$ cat config.mk
export PLATFORM = sky130hd
export DESIGN_NAME = rfc_top
export DESIGN_NICKNAME = d
export VERILOG_FILES = /design/src/logic/rfc_chan.v /design/src/logic/rfc_top.v
export VERILOG_INCLUDE_DIRS = /design/src /design/src/logic
export SDC_FILE = /design/constraint.sdc
export NUM_CORES = 1
export LEC_CHECK = 0
export BUFFER_PORTS_ARGS = -buffer_cell sky130_fd_sc_hd__buf_2
export CAP_MARGIN = 20
export CORE_MARGIN = 1.5
export CORE_UTILIZATION = 50
export CTS_CLUSTER_DIAMETER = 150
export DETAILED_ROUTE_END_ITERATION = 10
export PLACE_DENSITY = 0.75
export SYNTH_ARGS = -nofsm -noshare
export SYNTH_HDL_FRONTEND = slang
export SYNTH_SLANG_ARGS = --single-unit
$ cat constraint.sdc
create_clock -name pclk -period 2.3 [get_ports pclk]
set_input_delay 0.115 -clock pclk [delete_from_list [all_inputs] [get_ports pclk]]
set_output_delay 0.115 -clock pclk [all_outputs]
set_load 0.03 [all_outputs]
$ cat src/logic/rfc_consts.vh
/*
 rfc_consts.vh: register offsets, field positions, reset values and
 encodings for the rts flow control block.
 assumes: included by the design files of the rfc block only.
*/
`ifndef RFC_CONSTS_VH
`define RFC_CONSTS_VH

// apb register byte offsets
`define RFC_CTRL_OFF 12'h000
`define RFC_STAT_OFF 12'h004
`define RFC_FCTL_OFF 12'h008
`define RFC_LVL_OFF 12'h00c

// control register fields, one byte per channel (lane = channel)
`define RFC_SW_RTS_SEL_BIT 2
`define RFC_MCR_RTS_BIT 1
`define RFC_CTRL_RESET 8'h04

// fifo control fields
`define RFC_FIFO_EN_BIT 0
`define RFC_MODE_SEL_BIT 3
`define RFC_TRIG_LSB 6
`define RFC_FCTL_RESET 8'h00

// receive fifo depth and trigger levels
`define RFC_FIFO_DEPTH 16
`define RFC_TRIG_0 5'h01
`define RFC_TRIG_1 5'h04
`define RFC_TRIG_2 5'h08
`define RFC_TRIG_3 5'h0e

`endif

$ cat src/logic/rfc_chan.v
/*
 rfc_chan.v: one channel of receive-data-waiting tracking and rts gating.
 assumes: receiver fill level and timeout arrive synchronous to pclk;
 control bits come from the apb register file in rfc_top.
*/
`timescale 1ns/10ps
`include "rfc_consts.vh"

module rfc_chan #(
  parameter LVL_W = 5
) (
  // clock and reset
  input wire pclk,
  input wire presetn,
  // receiver state
  input wire [LVL_W-1:0] rx_level,
  input wire char_timeout,
  // control
  input wire fifo_enable_bit,
  input wire rx_waiting_mode_select,
  input wire [1:0] trigger_sel,
  input wire software_only_rts_select,
  input wire mcr_rts,
  // results
  output reg receive_data_waiting,
  output reg rts_n
);

  reg [LVL_W-1:0] trig;
  reg next_waiting;
  reg next_rts_n;
  wire empty = (rx_level == {LVL_W{1'b0}});
  wire mode1 = fifo_enable_bit & rx_waiting_mode_select;

  always @* begin
    case (trigger_sel)
      2'd0: trig = `RFC_TRIG_0;
      2'd1: trig = `RFC_TRIG_1;
      2'd2: trig = `RFC_TRIG_2;
      default: trig = `RFC_TRIG_3;
    endcase
  end

  always @* begin
    next_waiting = receive_data_waiting;
    if (empty)
      next_waiting = 1'b0;
    else if (!mode1)
      next_waiting = 1'b1;
    else if (rx_level >= trig || char_timeout)
      next_waiting = 1'b1;
  end

  // rts is active low on the line; high here means deasserted
  always @* begin
    if (!mcr_rts)
      next_rts_n = 1'b1;
    else if (software_only_rts_select)
      next_rts_n = 1'b0;
    else
      next_rts_n = next_waiting;
  end

  // registered so the pin cannot glitch between terms
  always @(posedge pclk or negedge presetn) begin
    if (!presetn) begin
      receive_data_waiting <= 1'b0;
      rts_n <= 1'b1;
    end else begin
      receive_data_waiting <= next_waiting;
      rts_n <= next_rts_n;
    end
  end

endmodule

$ cat src/logic/rfc_top.v
/*
 rfc_top.v: rts hardware flow control for two serial channels, with
 an apb register file for the control bits.
 assumes: apb master per amba; receiver fill levels and timeouts are
 synchronous to pclk; the peripheral honours rts.
*/
`timescale 1ns/10ps
`include "rfc_consts.vh"

module rfc_top #(
  parameter NCH = 2,
  parameter LVL_W = 5
) (
  // apb
  input wire pclk,
  input wire presetn,
  input wire psel,
  input wire penable,
  input wire pwrite,
  input wire [11:0] paddr,
  input wire [31:0] pwdata,
  input wire [3:0] pstrb,
  output wire pready,
  output reg [31:0] prdata,
  output wire pslverr,
  // receiver state, one field per channel
  input wire [NCH*LVL_W-1:0] rx_level,
  input wire [NCH-1:0] char_timeout,
  // serial line
  output wire [NCH-1:0] rts_n
);

  reg [31:0] ctrl;
  reg [31:0] fctl;
  wire [NCH-1:0] waiting;
  wire wr = psel & penable & pwrite;
  wire hit_ctrl = (paddr == `RFC_CTRL_OFF);
  wire hit_stat = (paddr == `RFC_STAT_OFF);
  wire hit_fctl = (paddr == `RFC_FCTL_OFF);
  wire hit_lvl = (paddr == `RFC_LVL_OFF);
  wire mapped = hit_ctrl | hit_stat | hit_fctl | hit_lvl;
  integer i;

  // zero wait state slave; unmapped addresses give an error
  assign pready = 1'b1;
  assign pslverr = psel & penable & ~mapped;

  always @(posedge pclk or negedge presetn) begin
    if (!presetn) begin
      ctrl <= {4{`RFC_CTRL_RESET}};
      fctl <= {4{`RFC_FCTL_RESET}};
    end else if (wr) begin
      for (i = 0; i < 4; i = i + 1) begin
        if (pstrb[i] && hit_ctrl)
          ctrl[i*8 +: 8] <= pwdata[i*8 +: 8];
        if (pstrb[i] && hit_fctl)
          fctl[i*8 +: 8] <= pwdata[i*8 +: 8];
      end
    end
  end

  genvar c;
  generate
    for (c = 0; c < NCH; c = c + 1) begin : g_ch
      rfc_chan #(
        .LVL_W(LVL_W)
      ) u_ch (
        .pclk(pclk),
        .presetn(presetn),
        .rx_level(rx_level[c*LVL_W +: LVL_W]),
        .char_timeout(char_timeout[c]),
        .fifo_enable_bit(fctl[c*8 + `RFC_FIFO_EN_BIT]),
        .rx_waiting_mode_select(fctl[c*8 + `RFC_MODE_SEL_BIT]),
        .trigger_sel(fctl[c*8 + `RFC_TRIG_LSB +: 2]),
        .software_only_rts_select(ctrl[c*8 + `RFC_SW_RTS_SEL_BIT]),
        .mcr_rts(ctrl[c*8 + `RFC_MCR_RTS_BIT]),
        .receive_data_waiting(waiting[c]),
        .rts_n(rts_n[c])
      );
    end
  endgenerate

  // read data registered in the setup cycle, valid in the access phase
  always @(posedge pclk or negedge presetn) begin
    if (!presetn)
      prdata <= 32'h0000_0000;
    else if (psel && !penable && !pwrite) begin
      prdata <= 32'h0000_0000;
      if (hit_ctrl)
        prdata <= ctrl;
      else if (hit_fctl)
        prdata <= fctl;
      else if (hit_stat) begin
        for (i = 0; i < NCH; i = i + 1) begin
          prdata[i] <= waiting[i];
          prdata[8 + i] <= ~rts_n[i];
        end
      end else if (hit_lvl) begin
        for (i = 0; i < NCH; i = i + 1)
          prdata[i*8 +: LVL_W] <= rx_level[i*LVL_W +: LVL_W];
      end
    end
  end

endmodule

==> impl_summary.md <==
STA
The final setup violation count is 0. Setup repair after global routing left no endpoint under its margin. The count of pins over their slew limit is 0. The clock period minus worst slack is 1940 ps. Dividing the final minimum period by the clock period gives between 80% and 90%.

For the final database, setup skew stands at 10.1 ps. The fmax is approximately 0.52 GHz. Summed over all failing endpoints, the final setup total negative slack is 0 ps. The final count of hold timing violations is 0.

Floorplanning
The die area is 0.00952 sq mm. The overall die height is 97.6 microns. The floorplan die width is 97.6 microns. The core region is ~0.0087 sq mm. The effective utilization at floorplan is 51.6%. After floorplanning, the core was divided into 34 placement rows. The number of top-level pins is about 100.

Route
The number of remaining DRC errors is 0. The number of nets still failing antenna checks after routing is 0. The final route contains 3,355 vias.

The total routed wirelength is 10,100 microns. The pre-antenna-repair detailed-routing pass consisted of 4 iterations. After detailed routing, the number of vias per cell comes to 5.42. For this block, the initial DRC count from the detailed router was 138. The average detailed-routed wire length per instance is 16.4 microns.

Power
In this run the static leakage power is a little under 3 nW. VDD sags by at most 0.325 mV. In this run, flip-flops and latches consume between 50 and 60% of the power. The power density over the cells is 560 mW/mm^2. In this run, the combinational gates consume 9.0% of the power. The switching fraction of total power is 25.9%. The clock network power share is approximately 35%.

The internal power consumption is 0.00233 W. For this design the total switching power over the nets is 0.000814 W.

Global routing
The initial antenna violation count was 0. The global router's overall resource usage is 22.1%. The global-route wire length before repair is about 17,000 microns.

The overall overflow remaining after global route is 0. The pin count of the biggest net entering global routing is 51. The via count of the first global-routing pass is 3,369.

Worst setup path
STA classifies the critical path endpoint as an output port. The data required time at the worst endpoint is 2180 ps. The arrival time at the worst endpoint is 1820 ps.

Of all nets on the critical path, the largest fanout is 6. The worst setup path is launched from a primary input. The critical path is of the primary input to output port type. The depth of the worst register-to-register path is 6.

Yosys
The area share of fa/ha/maj cells after synthesis is 2.24%. The number of nets in the synthesized netlist is approximately 450. Synthesis instantiated 35 different standard cells from the library. The xor/xnor cell area share of the yosys netlist is 0%. The fraction of post-synthesis cell area in the top cell type by area is 52.6%. During synthesis, Yosys emitted a total of 0 warnings. The count of flip-flops with a built-in enable after synthesis is 0. The synthesized design contains 100 register bits. The main combinational cell family by area after synthesis is multiplexers. After synthesis, the share of flip-flops with an asynchronous set or reset is 100%. Of the total synthesized cell area, the portion taken by AND, OR, NAND and NOR gates is 11.9%. Dividing the synthesized area by the synthesized cell count gives between 10 and 15 sq um.

Synthesis handed over a netlist of ~370 instances. The area of the mapped netlist is 0.00447 sq mm. The post-synthesis compound-gate area fraction is 10.0%. The most used flip-flop cell after synthesis is sky130_fd_sc_hd__dfrtp_1. The sequential fraction of the synthesis area is 56.1%. The multiplexer area fraction after synthesis is about 17%. The library cell with the largest summed area after synthesis is sky130_fd_sc_hd__dfrtp_1. Sorting the synthesized cells by area gives the leading types as sky130_fd_sc_hd__dfrtp_1 53%, sky130_fd_sc_hd__mux2_2 16%, sky130_fd_sc_hd__nand2_1 5.3%.

Final layout
The filler cell count in the final layout is 697. The net count of the finished layout is 579. Once layout is complete, the utilization of the core stands at 64.8%. The fraction of final layout cells sized beyond drive strength 1 is 40.9%. From synthesis to final layout, the design area changed by 25.7%. The combined area of the multi-input logic cells is 0.00184 sq mm. The number of antenna diodes in the final layout is 0. In the final layout, flip-flops and latches occupy 0.00251 sq mm.

Clocking
The cell sitting at the root of the clock tree is a sky130_fd_sc_hd__clkbuf_8. The clock transition at the registers of the reported paths is 110 ps. The maximum number of buffers from clock root to sink is 2.

In this run, CTS created clock tree buffers numbering 9. The clock reaches the later pin of the worst-skew pair after between 300 and 400 ps. The clock drives 100 sinks. In this run the post-CTS setup repair buffer count came out at 0. The H-tree was split into 3 levels. The TritonCTS clock tree is yes.

Placement
The congestion estimate from routability-driven global placement came to 0.849. The number of buffers inserted by port buffering is 99. The HPWL reported at the end of detailed placement is 7260 microns.

Min path
The worst hold path stage count is 2. The worst hold path belongs to the class primary input to flip-flop.

Flow run
The number of max-cap violations is 0.

Status
The flow ran to the end, and the final reports show no timing, DRC or antenna violations.
logic make-up (layout without fill, tap and decap cells):
logic type      count (synthesis)  in the layout
other cells                     1              1
flops                         100            100
mux                            66             66
fa+ha+maj                       8              8
compound gates                 66             66
simple gates                   98             98
buf+inv                        34            172
power groups by stage:
stage	registers, W	clock network (W)	logic (W)
2_1_floorplan	0.00183	0	0.0000752
3_3_place_gp	0.00181	0	0.000243
3_5_place_dp	0.00181	0	0.000249
4_1_cts	0.00178	0.00111	0.000288
5_1_grt	0.00178	0.00117	0.000315
6_report	0.00178	0.00109	0.000284
worst max-delay path, stage by stage:
cell and delay (ps):
sky130_fd_sc_hd__buf_2 100, sky130_fd_sc_hd__or4_1 690, sky130_fd_sc_hd__nor4_4 460, sky130_fd_sc_hd__buf_4 240
sky130_fd_sc_hd__nor2_1 50, sky130_fd_sc_hd__buf_2 170
flip-flops by register name (all words and copies together), names as in the netlist:
register and flops:
g_ch.u_ch.receive_data_waiting 2, g_ch.u_ch.rts_n 2, fctl 32, prdata 32, ctrl 32
cell usage in the layout (no fill, tap or decap), types with 2 or more instances in the layout:
cell,instances
sky130_fd_sc_hd__buf_2,98
sky130_fd_sc_hd__nand2_1,63
sky130_fd_sc_hd__o21ai_0,11
sky130_fd_sc_hd__mux2_2,64
sky130_fd_sc_hd__nand4_4,4
sky130_fd_sc_hd__dfstp_2,6
sky130_fd_sc_hd__inv_1,16
sky130_fd_sc_hd__a31o_2,2
sky130_fd_sc_hd__clkinv_4,2
sky130_fd_sc_hd__dfrtp_1,94
sky130_fd_sc_hd__nor4_2,2
sky130_fd_sc_hd__a21o_1,2
sky130_fd_sc_hd__nor2_1,10
sky130_fd_sc_hd__buf_4,12
sky130_fd_sc_hd__ha_1,8
sky130_fd_sc_hd__a221oi_1,6
sky130_fd_sc_hd__a22oi_1,22
sky130_fd_sc_hd__mux2i_1,2
sky130_fd_sc_hd__o22ai_1,4
sky130_fd_sc_hd__clkbuf_8,10
sky130_fd_sc_hd__a21oi_1,10
sky130_fd_sc_hd__a211oi_1,2
sky130_fd_sc_hd__o211ai_1,7
sky130_fd_sc_hd__inv_6,2
sky130_fd_sc_hd__dlygate4sd3_1,29
sky130_fd_sc_hd__or4_1,6
sky130_fd_sc_hd__nand2b_1,3
per-stage QoR:
| stage | worst slack, ps | total power (W) | cells | instance area (sq um) | hold WS (ps) |
|---|---|---|---|---|---|
| global placement | 45.0 | 0.00205 | 574 | 5140 | -27.1 |
| floorplan | 215 | 0.00191 | 373 | 4470 | -181 |
| global route | 278 | 0.00326 | 619 | 5620 | 8.14 |
| finish | 363 | 0.00315 | 619 | 5620 | 12.0 |
| detailed placement | 8.22 | 0.00206 | 574 | 5140 | -28.6 |
| CTS | 373 | 0.00317 | 619 | 5620 | 6.14 |
repair_timing:
action,in CTS,in global routing
resized for setup,0,0
endpoints found under the hold margin,142,0
setup endpoints to repair,0,0
hold buffers,29,0
metal layers:
layer / vias up / track usage [%] / wire (microns)
met5: - / 0 / 0
met4: 0 / 8.24 / 191
met3: 16 / 3.38 / 389
met2: 76 / 35.8 / 4990
met1: 1666 / 30.1 / 4560
li1: 1597 / - / -
synth_stat cells (3+ instances only):
| cell type | n |
|---|---|
| sky130_fd_sc_hd__dfrtp_1 | 94 |
| sky130_fd_sc_hd__mux2_2 | 64 |
| sky130_fd_sc_hd__nand2_1 | 63 |
| sky130_fd_sc_hd__a22oi_1 | 22 |
| sky130_fd_sc_hd__inv_1 | 16 |
| sky130_fd_sc_hd__clkbuf_1 | 11 |
| sky130_fd_sc_hd__o21ai_0 | 11 |
| sky130_fd_sc_hd__a21oi_1 | 10 |
| sky130_fd_sc_hd__nor2_1 | 10 |
| sky130_fd_sc_hd__ha_1 | 8 |
| sky130_fd_sc_hd__o211ai_1 | 7 |
| sky130_fd_sc_hd__a221oi_1 | 6 |
| sky130_fd_sc_hd__dfstp_2 | 6 |
| sky130_fd_sc_hd__or4_1 | 6 |
| sky130_fd_sc_hd__nand4_4 | 4 |
| sky130_fd_sc_hd__o22ai_1 | 4 |
| sky130_fd_sc_hd__buf_1 | 3 |
| sky130_fd_sc_hd__buf_4 | 3 |
| sky130_fd_sc_hd__nand2b_1 | 3 |
| sky130_fd_sc_hd__nor4_1 | 3 |
path summary, 6_finish.rpt:
path	start	end	slack, ps
max	paddr[5]	pslverr	360
min	pwdata[25]	ctrl[25]	10
max reg2reg	fctl[7]	g_ch[0].u_ch.rts_n	600
min reg2reg	prdata[28]	prdata[28]	470
max in group asynchronous	presetn	ctrl[18]	1440
min in group asynchronous	presetn	fctl[11]	130
cell type report:
| class | instances | share of cell area (%) |
|---|---|---|
| Clock inverter | 6 | 0.957 |
| Timing Repair Buffer | 140 | 15.8 |
| Multi-Input combinational cell | 239 | 32.7 |
| Sequential cell | 100 | 44.6 |
| Tap cell | 108 | 2.40 |
| Inverter | 16 | 1.07 |
| Clock buffer | 10 | 2.45 |
Power figures use the tool's default switching activity.
